File: config.mk
export PLATFORM = sky130hd
export DESIGN_NAME = sidc_top
export DESIGN_NICKNAME = d
export VERILOG_FILES = /design/src/hdl/sidc_pkg.sv /design/src/hdl/sidc_top.sv
export SDC_FILE = /design/constraint.sdc
export NUM_CORES = 1
export LEC_CHECK = 0
export BUFFER_PORTS_ARGS = -buffer_cell sky130_fd_sc_hd__buf_2
export CAP_MARGIN = 20
export CORE_ASPECT_RATIO = 1.1
export CORE_MARGIN = 1.5
export CORE_UTILIZATION = 40
export CTS_CLUSTER_SIZE = 24
export DETAILED_ROUTE_END_ITERATION = 6
export PLACE_DENSITY_LB_ADDON = 0.25
export SYNTH_ARGS = -nofsm -noshare
export SYNTH_HDL_FRONTEND = slang
export SYNTH_SLANG_ARGS = --single-unit
export TNS_END_PERCENT = 5
File: constraint.sdc
create_clock -name core_clk_i -period 6.8 [get_ports core_clk_i]
set_input_delay 1.02 -clock core_clk_i [delete_from_list [all_inputs] [get_ports core_clk_i]]
set_output_delay 1.02 -clock core_clk_i [all_outputs]
set_load 0.02 [all_outputs]
File: src/hdl/sidc_pkg.sv
/*
 Constants, register map and carrier types of the ingress and priority
 table configuration block of a small switch engine.
 Assumes one 250 MHz clock and an AXI4-Lite master with 32-bit data.
*/
// Function
// (RL1) VLAN pending flag bit 0 reads one while a VLAN table command runs.
// (RL2) Writing the table command register launches one table access.
// (RL3) Command bit 7 selects direction: one reads, zero writes.
// (RL4) Command bits 5:0 select the table entry accessed.
// (RL5) After pending clears, read data register shows the selected entry.
// (RL6) Software loads write data before writing a write command, then polls.
// (RL7) Each entry holds a 3-bit priority for packets matching its index.
// (RL8) Table is not reset; software programs all entries after power-up.
// (RL9) Table pending flag bit 0 sets on a command and self-clears when done.
// (RL10) Global bit 15 ignores tag VLAN identifier, uses port default one.
// (RL11) Global bit 14 allows tag priority as transmit queue source.
// (RL12) Global bit 13 allows monitored packets back to their source port.
// (RL13) Global bit 7 enables IGMP monitoring to port bitmap bits 12:10.
// (RL14) Global bit 9 allows IP ToS or class as transmit queue source.
// (RL15) Global bit 6 makes clear-on-read counters load 7FFF_FFFCh on read.
// (RL16) Global bit 5 takes queue from lookup entry priority when enabled.
// (RL17) Global bit 4 drops unknown multicast, broadcast exempt.
// (RL18) Global bit 3 drops unicast with unknown destination.
// (RL19) Global bit 2 picks IPv4 precedence bits or table; resets to one.
// (RL20) Global bit 1 gives tag priority precedence over IP; resets to one.
// (RL21) Global bit 0 enables VLAN ingress rules; resets to zero.
// (RL22) Software leaves command and write data alone while pending.
package sidc_pkg;
   // Register indices; the byte address is four times the index
   localparam logic [13:0] IDX_VLAN_STS = 14'h1810;
   localparam logic [13:0] IDX_TBL_CMD = 14'h1811;
   localparam logic [13:0] IDX_TBL_WDATA = 14'h1812;
   localparam logic [13:0] IDX_TBL_RDATA = 14'h1813;
   localparam logic [13:0] IDX_TBL_STS = 14'h1814;
   localparam logic [13:0] IDX_GCFG = 14'h1840;
   localparam int ADDR_W = 16;

   localparam int CMD_DIR_BIT = 7;
   localparam logic [7:0] CMD_MASK = 8'hBF;
   localparam logic [7:0] CMD_RESET = 8'h00;
   localparam logic [2:0] PRIO_RESET = 3'h0;
   localparam logic [15:0] GCFG_RESET = 16'h0006;

   localparam int GC_VLAN_ID_IGNORE = 15;
   localparam int GC_USE_TAG = 14;
   localparam int GC_MON_ECHO = 13;
   localparam int GC_IGMP_MAP_LO = 10;
   localparam int GC_USE_IP = 9;
   localparam int GC_IGMP_EN = 7;
   localparam int GC_CNT_TEST = 6;
   localparam int GC_DA_PRIO = 5;
   localparam int GC_FILT_MCAST = 4;
   localparam int GC_DROP_UCAST = 3;
   localparam int GC_USE_PREC = 2;
   localparam int GC_TAG_OVER_IP = 1;
   localparam int GC_VLAN_EN = 0;

   localparam logic [31:0] COUNTER_TEST_VALUE = 32'h7FFF_FFFC;
   localparam logic [31:0] COUNTER_CLEAR_VALUE = 32'h0000_0000;

   // Table access time in clock cycles at 250 MHz
   localparam logic [1:0] TBL_ACCESS_CYCLES = 2'h2;

   localparam logic [1:0] RESP_OKAY = 2'h0;
   localparam logic [1:0] RESP_SLVERR = 2'h2;

   typedef enum logic [1:0] {
      TS_IDLE = 2'b01,
      TS_BUSY = 2'b10
   } sidc_tstate_e;

   typedef struct packed {
      logic vlan_id_ignore;
      logic use_tag_prio;
      logic allow_monitor_echo;
      logic [2:0] igmp_port_map;
      logic use_ip_prio;
      logic igmp_monitor_en;
      logic counter_test;
      logic da_prio_en;
      logic filter_unknown_mcast;
      logic drop_unknown_ucast;
      logic use_precedence;
      logic tag_over_ip;
      logic vlan_en;
   } sidc_gcfg_s;

   typedef struct packed {
      logic aw_held;
      logic [ADDR_W-1:0] awaddr;
      logic w_held;
      logic [31:0] wdata;
      logic [3:0] wstrb;
      logic bvalid;
      logic [1:0] bresp;
      logic rvalid;
      logic [31:0] rdata;
      logic [1:0] rresp;
      logic [7:0] cmd;
      logic [2:0] wr_prio;
      logic [2:0] rd_prio;
      logic pend;
      sidc_tstate_e tstate;
      logic [1:0] cnt;
      logic [15:0] gcfg;
      logic [2:0] lookup_prio;
   } sidc_state_s;
endpackage : sidc_pkg

File: src/hdl/sidc_top.sv
/*
 Register bank of the switch engine ingress configuration: VLAN command
 status, indirect access to the 64-entry ToS/CS priority table, and the
 global ingress configuration, over an AXI4-Lite slave.
 Assumes vlan_cmd_busy_i and lookup_index_i come from logic on core_clk_i.
*/
`timescale 1ns/1ps
module sidc_top (
   input wire logic core_clk_i,
   input wire logic nrst_i,
   input wire logic s_axi_awvalid_i,
   output logic s_axi_awready_o,
   input wire logic [15:0] s_axi_awaddr_i,
   input wire logic [2:0] s_axi_awprot_i,
   input wire logic s_axi_wvalid_i,
   output logic s_axi_wready_o,
   input wire logic [31:0] s_axi_wdata_i,
   input wire logic [3:0] s_axi_wstrb_i,
   output logic s_axi_bvalid_o,
   input wire logic s_axi_bready_i,
   output logic [1:0] s_axi_bresp_o,
   input wire logic s_axi_arvalid_i,
   output logic s_axi_arready_o,
   input wire logic [15:0] s_axi_araddr_i,
   input wire logic [2:0] s_axi_arprot_i,
   output logic s_axi_rvalid_o,
   input wire logic s_axi_rready_i,
   output logic [31:0] s_axi_rdata_o,
   output logic [1:0] s_axi_rresp_o,
   input wire logic vlan_cmd_busy_i,
   input wire logic [5:0] lookup_index_i,
   output logic [2:0] lookup_priority_o,
   output sidc_pkg::sidc_gcfg_s gcfg_o,
   output logic [31:0] counter_read_value_o,
   output logic tbl_pending_o
);
   sidc_pkg::sidc_state_s state_reg;
   sidc_pkg::sidc_state_s state_next;
   logic [2:0] tbl_mem [0:63];
   logic tbl_we;

   function automatic logic [31:0] merge(
      input logic [31:0] old_v,
      input logic [31:0] new_v,
      input logic [3:0] strb
   );
      logic [31:0] res;
      res = old_v;
      for (int i = 0; i < 4; i++) begin
         if (strb[i]) begin
            res[i*8 +: 8] = new_v[i*8 +: 8];
         end
      end
      return res;
   endfunction : merge

   function automatic logic is_mapped(input logic [13:0] idx);
      return idx == sidc_pkg::IDX_VLAN_STS || idx == sidc_pkg::IDX_TBL_CMD ||
         idx == sidc_pkg::IDX_TBL_WDATA || idx == sidc_pkg::IDX_TBL_RDATA ||
         idx == sidc_pkg::IDX_TBL_STS || idx == sidc_pkg::IDX_GCFG;
   endfunction : is_mapped

   assign s_axi_awready_o = !state_reg.aw_held && !state_reg.bvalid;
   assign s_axi_wready_o = !state_reg.w_held && !state_reg.bvalid;
   assign s_axi_arready_o = !state_reg.rvalid;
   assign s_axi_bvalid_o = state_reg.bvalid;
   assign s_axi_bresp_o = state_reg.bresp;
   assign s_axi_rvalid_o = state_reg.rvalid;
   assign s_axi_rdata_o = state_reg.rdata;
   assign s_axi_rresp_o = state_reg.rresp;
   assign lookup_priority_o = state_reg.lookup_prio;
   assign tbl_pending_o = state_reg.pend;

   always_comb begin
      logic [13:0] widx;
      logic [13:0] ridx;
      logic [31:0] merged;
      widx = state_reg.awaddr[15:2];
      ridx = s_axi_araddr_i[15:2];
      merged = 32'h0000_0000;
      state_next = state_reg;
      tbl_we = 1'b0;

      if (state_reg.bvalid && s_axi_bready_i) begin
         state_next.bvalid = 1'b0;
      end
      if (state_reg.rvalid && s_axi_rready_i) begin
         state_next.rvalid = 1'b0;
      end
      if (s_axi_awvalid_i && s_axi_awready_o) begin
         state_next.aw_held = 1'b1;
         state_next.awaddr = s_axi_awaddr_i;
      end
      if (s_axi_wvalid_i && s_axi_wready_o) begin
         state_next.w_held = 1'b1;
         state_next.wdata = s_axi_wdata_i;
         state_next.wstrb = s_axi_wstrb_i;
      end

      // Table access sequencer
      unique case (state_reg.tstate)
         sidc_pkg::TS_IDLE: begin
         end
         sidc_pkg::TS_BUSY: begin
            if (state_reg.cnt == 2'h0) begin
               if (state_reg.cmd[sidc_pkg::CMD_DIR_BIT]) begin // RL3
                  state_next.rd_prio = tbl_mem[state_reg.cmd[5:0]]; // RL4 RL5
               end else begin
                  tbl_we = 1'b1; // RL3
               end
               state_next.pend = 1'b0; // RL9
               state_next.tstate = sidc_pkg::TS_IDLE;
            end else begin
               state_next.cnt = state_reg.cnt - 2'h1;
            end
         end
      endcase

      // Write commit once address and data are both held
      if (state_reg.aw_held && state_reg.w_held) begin
         state_next.aw_held = 1'b0;
         state_next.w_held = 1'b0;
         state_next.bvalid = 1'b1;
         state_next.bresp = is_mapped(widx) ? sidc_pkg::RESP_OKAY :
            sidc_pkg::RESP_SLVERR;
         if (widx == sidc_pkg::IDX_TBL_CMD) begin
            merged = merge({24'h00_0000, state_reg.cmd}, state_reg.wdata,
               state_reg.wstrb);
            // A command written while busy is dropped
            if (!state_reg.pend && state_reg.wstrb[0]) begin // RL22
               state_next.cmd = merged[7:0] & sidc_pkg::CMD_MASK;
               state_next.pend = 1'b1; // RL2 RL9
               state_next.tstate = sidc_pkg::TS_BUSY; // RL2
               state_next.cnt = sidc_pkg::TBL_ACCESS_CYCLES - 2'h1;
            end
         end
         if (widx == sidc_pkg::IDX_TBL_WDATA && !state_reg.pend &&
               state_reg.wstrb[0]) begin
            state_next.wr_prio = state_reg.wdata[2:0]; // RL6 RL7
         end
         if (widx == sidc_pkg::IDX_GCFG) begin
            merged = merge({16'h0000, state_reg.gcfg}, state_reg.wdata,
               state_reg.wstrb);
            state_next.gcfg = merged[15:0];
         end
      end

      if (s_axi_arvalid_i && s_axi_arready_o) begin
         state_next.rvalid = 1'b1;
         state_next.rresp = is_mapped(ridx) ? sidc_pkg::RESP_OKAY :
            sidc_pkg::RESP_SLVERR;
         state_next.rdata = 32'h0000_0000;
         if (ridx == sidc_pkg::IDX_VLAN_STS) begin
            state_next.rdata[0] = vlan_cmd_busy_i; // RL1
         end
         if (ridx == sidc_pkg::IDX_TBL_CMD) begin
            state_next.rdata[7:0] = state_reg.cmd;
         end
         if (ridx == sidc_pkg::IDX_TBL_WDATA) begin
            state_next.rdata[2:0] = state_reg.wr_prio;
         end
         if (ridx == sidc_pkg::IDX_TBL_RDATA) begin
            state_next.rdata[2:0] = state_reg.rd_prio; // RL5
         end
         if (ridx == sidc_pkg::IDX_TBL_STS) begin
            state_next.rdata[0] = state_reg.pend; // RL9
         end
         if (ridx == sidc_pkg::IDX_GCFG) begin
            state_next.rdata[15:0] = state_reg.gcfg;
         end
      end

      // Datapath lookup of the receive priority by ToS/CS value
      state_next.lookup_prio = tbl_mem[lookup_index_i]; // RL7
   end

   always_ff @(posedge core_clk_i or negedge nrst_i) begin
      if (!nrst_i) begin
         state_reg.aw_held <= 1'b0;
         state_reg.awaddr <= 16'h0000;
         state_reg.w_held <= 1'b0;
         state_reg.wdata <= 32'h0000_0000;
         state_reg.wstrb <= 4'h0;
         state_reg.bvalid <= 1'b0;
         state_reg.bresp <= sidc_pkg::RESP_OKAY;
         state_reg.rvalid <= 1'b0;
         state_reg.rdata <= 32'h0000_0000;
         state_reg.rresp <= sidc_pkg::RESP_OKAY;
         state_reg.cmd <= sidc_pkg::CMD_RESET;
         state_reg.wr_prio <= sidc_pkg::PRIO_RESET;
         state_reg.rd_prio <= sidc_pkg::PRIO_RESET;
         state_reg.pend <= 1'b0;
         state_reg.tstate <= sidc_pkg::TS_IDLE;
         state_reg.cnt <= 2'h0;
         state_reg.gcfg <= sidc_pkg::GCFG_RESET; // RL19 RL20 RL21
         state_reg.lookup_prio <= sidc_pkg::PRIO_RESET;
      end else begin
         state_reg <= state_next;
      end
   end

   // Table contents keep no reset value
   always_ff @(posedge core_clk_i) begin
      if (tbl_we) begin
         tbl_mem[state_reg.cmd[5:0]] <= state_reg.wr_prio; // RL4 RL7 RL8
      end
   end

   always_comb begin
      gcfg_o.vlan_id_ignore =
         state_reg.gcfg[sidc_pkg::GC_VLAN_ID_IGNORE]; // RL10
      gcfg_o.use_tag_prio = state_reg.gcfg[sidc_pkg::GC_USE_TAG]; // RL11
      gcfg_o.allow_monitor_echo =
         state_reg.gcfg[sidc_pkg::GC_MON_ECHO]; // RL12
      gcfg_o.igmp_port_map =
         state_reg.gcfg[sidc_pkg::GC_IGMP_MAP_LO +: 3]; // RL13
      gcfg_o.use_ip_prio = state_reg.gcfg[sidc_pkg::GC_USE_IP]; // RL14
      gcfg_o.igmp_monitor_en = state_reg.gcfg[sidc_pkg::GC_IGMP_EN]; // RL13
      gcfg_o.counter_test = state_reg.gcfg[sidc_pkg::GC_CNT_TEST]; // RL15
      gcfg_o.da_prio_en = state_reg.gcfg[sidc_pkg::GC_DA_PRIO]; // RL16
      // Broadcasts must be excluded by the filter user
      gcfg_o.filter_unknown_mcast =
         state_reg.gcfg[sidc_pkg::GC_FILT_MCAST]; // RL17
      gcfg_o.drop_unknown_ucast =
         state_reg.gcfg[sidc_pkg::GC_DROP_UCAST]; // RL18
      gcfg_o.use_precedence = state_reg.gcfg[sidc_pkg::GC_USE_PREC]; // RL19
      gcfg_o.tag_over_ip = state_reg.gcfg[sidc_pkg::GC_TAG_OVER_IP]; // RL20
      gcfg_o.vlan_en = state_reg.gcfg[sidc_pkg::GC_VLAN_EN]; // RL21
      counter_read_value_o = state_reg.gcfg[sidc_pkg::GC_CNT_TEST] ?
         sidc_pkg::COUNTER_TEST_VALUE : sidc_pkg::COUNTER_CLEAR_VALUE; // RL15
   end
endmodule : sidc_top

# Word level (Yosys, flattened, before mapping)
# Memory sizes are Yosys's and may differ from the RTL's. A register that Yosys moved wholly into a read port is not among the register bits.
# Cells that the tools add are included.
# Widths: inputs -> output; s select.
dict set report word_totals {
  reg_bits 107
  latchBits 0
  mem_bits_rw 192
  rom_bits 0
  output_inout_bits 92
  elab_cells 101
  mem_count 1
}
# memory depth width read_ports rd_clocked_by_memory_dff wr line_no
set memory_table {}
lappend memory_table {tbl_mem 64 3 2 2 1 sidc_top.sv:39} ;# logic [2:0] tbl_mem [0:63];
dict set report op_classes {
  addsub 1
  mul 0
  n_div 0
  order_cmp 0
  n_eq_ne 13
  shift 0
  mux 31
  n_bitwise 0
  n_reduce_logical 38
}
# op n
set op_table {}
lappend op_table {{$eq 14x13->1 const B} 12}
lappend op_table {{$mux 37} 1}
lappend op_table {{$mux 35} 1}
lappend op_table {{$mux 16} 2}
lappend op_table {{$mux 31} 1}
lappend op_table {{$mux 8} 3}
lappend op_table {{$mux 21} 1}
lappend op_table {{$mux 17} 1}
lappend op_table {{$mux 5} 3}
lappend op_table {{$mux 3} 4}
lappend op_table {{$logic_and 1x1->1} 11}
lappend op_table {{$mux 1} 11}
lappend op_table {{$logic_or 1x1->1} 10}
lappend op_table {{$reduce_and 3->1} 3}
lappend op_table {{$reduce_bool 2->1} 4}
lappend op_table {{$logic_not 1->1} 7}
lappend op_table {{$mux 2} 3}
lappend op_table {{$reduce_and 4->1} 1}
lappend op_table {{$eq 2x2->1 const B} 1}
lappend op_table {{$logic_not 2->1} 1}
lappend op_table {{$reduce_and 2->1} 1}
lappend op_table {{$sub 2x1->2 const B} 1}

# Longest topological paths before layout
dict set report depth {
  depth_word 8
  ltp_mapped 9
  ltp_nobuf 6
}

# Least setup slack after synthesis
# Ideal clock, no wire load.
dict set report synth_timing {
  path_kind {input port to flip-flop}
  from {in lookup_index_i[0]}
  to {reg lookup_priority_o[1] (netlist name)}
  t_arrival_ps 2705
  t_required_ps 6679
  setup_slack_ps 3974
  cell_stages 7
  path_cell_list {buf_4 > buf_6 > mux4_2 > mux4_2 > mux2_2 > nand2_1 > o21ai_1}
}
# item line_no
set synth_lines {}
lappend synth_lines {{from (decl)} sidc_top.sv:31} ;# input wire logic [5:0] lookup_index_i,

==> results_dict.tcl <==
set metrics [dict create \
    tightest_slew_ps 1216 \
    overflow 0 \
    rsz0062_at_grt "no" \
    cts_setup_buffers 0 \
    dieArea_sq_mm 0.03529 \
    cts_tree "built" \
    area_growth_pct 10.32 \
    die_x_um 179.3 \
    route.detailed.drc 0 \
    grt_pass1_vias 8390 \
    post-route-period-util_pct 50.91 \
    cp-end-kind "register" \
    h-tree-depth 1 \
    fin_nets 1094 \
    ios 180 \
    post-route-util_pct 45.07 \
    status "complete, no violations" \
    synth_cells 963 \
    routedWlPerCell_um 24.51 \
    combPwrFrac_pct 7.9 \
    dieHeight_um 196.9 \
    yosys_most_used_dff "edfxtp_1" \
    p_clk_share_pct 41.8 \
    cts_sinks 283 \
    slew_violations 0 \
    dp_hpwl_mm 23.46 \
    routed-via-count 8502 \
    crit_fanout 34 \
    final_cell_mix "edfxtp_1, buf_2, nor2_1" \
    grt_max_degree 77 \
    hold_class "in -> async" \
    worstPathArrival_ps 3970 \
    cpPeakStageDelay_ps 990 \
    synthArstFlopShare_pct 32.16 \
    final-seq-area_sq_mm 0.008053 \
    syn_area_per_cell_sq_um 14.19 \
    seq_power_share_pct 50.3 \
    worstPathRequired_ps 7310 \
    final_hold_viol_count 0 \
    critPathKind "reg -> reg" \
    clockRootBuffer "clkbuf_16" \
    fp-row-count 70 \
    p_leak_nw 5.017 \
    synth-seq-cells 283 \
    cts-resized-gates 0 \
    largest_reg_flops 192 \
    drtPass1Iterations 7 \
    max_clock_freq_mhz 288.9 \
    grt_pass1_wl_mm 53.00 \
    diodes 0 \
    crit_slowest_cell "nor2b_1" \
    cp_cell_sequence "buf_4, nor2b_1, a222oi_1, and3_1, o32ai_1, o32a_1" \
    critPathLaunchType "register" \
    cap_violations 0 \
    power_density_mw_per_mm2 265.3 \
    internal-power_w 0.003100 \
    maxSlewHeadroom_pct 18.74 \
    synth_cell_types 59 \
    period_minus_slack_ps 3462 \
    tns_ps 0 \
    seq_area_frac_synth_pct 58.86 \
    cts_buffers 29 \
    drive_gt1_share_pct 33.56 \
    core_sq_mm 0.03346 \
    vdd_ir_drop_max_mv 0.1728 \
    final_common_cell "edfxtp_1" \
    antenna_left 0 \
    netlist_area_sq_mm 0.01367 \
    power_switching_w 0.0009007 \
    multiInputGateArea_sq_mm 0.004737 \
    clkTransAtPathRegs_ps 70 \
    clkLatencyLatePin_ps 570 \
    clock_path_buffers 3 \
    track_usage_pct 20.38 \
    antenna_found_initial 1 \
    swShare_pct 22.51 \
    first_iter_violations 773 \
    gp_congestion 0.8297 \
    drt-total-wl_mm 35.78 \
    fin_skew_ps 32.08 \
    floorplan.initialDensity_pct 40.86 \
    hold_ws_ps 326.1 \
    fillers 3018 \
    viasPerCell 5.823 \
    cts_hold_buf 0 \
    setup_viol 0 \
    synth-edff-count 192 \
    numPortBuffers 130 \
    ys_warn_count 0 \
]
## final cells by class
class / count / area share [%]
Sequential cell: 283 / 53.40
Multi-Input combinational cell: 544 / 31.41
Clock buffer: 40 / 5.294
Timing Repair Buffer: 141 / 4.895
Tap cell: 432 / 3.584
Clock inverter: 13 / 1.236
Inverter: 7 / 0.1742
## metal layers
layer	vias to the layer above	global-route usage [%]	routed length, um
li1	3680	-	-
met1	4282	27.55	14550
met2	454	31.99	16360
met3	84	4.765	3551
met4	2	7.469	1304
met5	-	0	14
## path summary, 6_finish.rpt
kind / startpoint / end / slack, ps / cells after the start
setup / recovery: state_reg[30] / state_reg[26] / 3340 / 6
min in group core_clk_i: s_axi_rdata_o[10] / s_axi_rdata_o[10] / 480 / 2
hold / removal: nrst_i / state_reg[125] / 330 / 1
setup reg to reg: state_reg[30] / state_reg[26] / 3340 / 6
hold reg to reg: s_axi_rdata_o[10] / s_axi_rdata_o[10] / 480 / 2
max in group asynchronous: nrst_i / state_reg[27] / 5160 / 2
## stage by stage
| step | worst slack, ps | instances | total power (W) | area [sq um] |
|---|---|---|---|---|
| 2_1_floorplan | 3974 | 983 | 0.002273 | 13740 |
| 3_3_place_gp | 3158 | 1407 | 0.002358 | 14090 |
| 3_5_place_dp | 3166 | 1407 | 0.002365 | 14090 |
| 4_1_cts | 3407 | 1460 | 0.004035 | 15080 |
| 5_1_grt | 3214 | 1460 | 0.004136 | 15080 |
| 6_report | 3338 | 1460 | 0.004001 | 15080 |
## critical path, delay by kind of cell (launching register included)
kind / cells / cell delay [ps]
AOI/OAI and AO/OA: 3 / 940
buffers and inverters: 1 / 440
and+or+nand+nor: 2 / 1240
DFF: 1 / 750
## synth_stat cells (7+ instances only)
cell | number | area share [%]
buf_2 | 15 | 0.55
nor2_1 | 87 | 2.4
mux4_2 | 68 | 11
edfxtp_1 | 192 | 42
a22oi_1 | 20 | 1.1
a22o_1 | 7 | 0.45
dfrtp_1 | 88 | 16
mux2i_1 | 22 | 1.6
nor2b_1 | 14 | 0.64
clkbuf_1 | 34 | 0.93
a31oi_1 | 7 | 0.32
a21oi_1 | 13 | 0.48
nand2_1 | 57 | 1.6
nor3_1 | 9 | 0.33
o22ai_1 | 8 | 0.37
mux2_2 | 82 | 6.8
o21ai_0 | 32 | 1.2
buf_4 | 93 | 5.1
a221oi_1 | 14 | 0.90
## power by group through the flow
stage / clock [W] / sequential [W] / combinational, W
3_5_place_dp: 0 / 0.00205 / 0.000318
6_report: 0.00167 / 0.00201 / 0.000314
2_1_floorplan: 0 / 0.00202 / 0.000251
5_1_grt: 0.00176 / 0.00203 / 0.000347
4_1_cts: 0.00170 / 0.00201 / 0.000320
3_3_place_gp: 0 / 0.00204 / 0.000314
## cell families after synthesis
kind of cell	Yosys count	share of synthesized area [%]
buf+inv	156	7.030
flops	283	58.87
other cells	1	0.02743
mux	172	19.57
simple gates	207	7.030
compound gates	144	7.478
(Power assumes the default switching activity.)
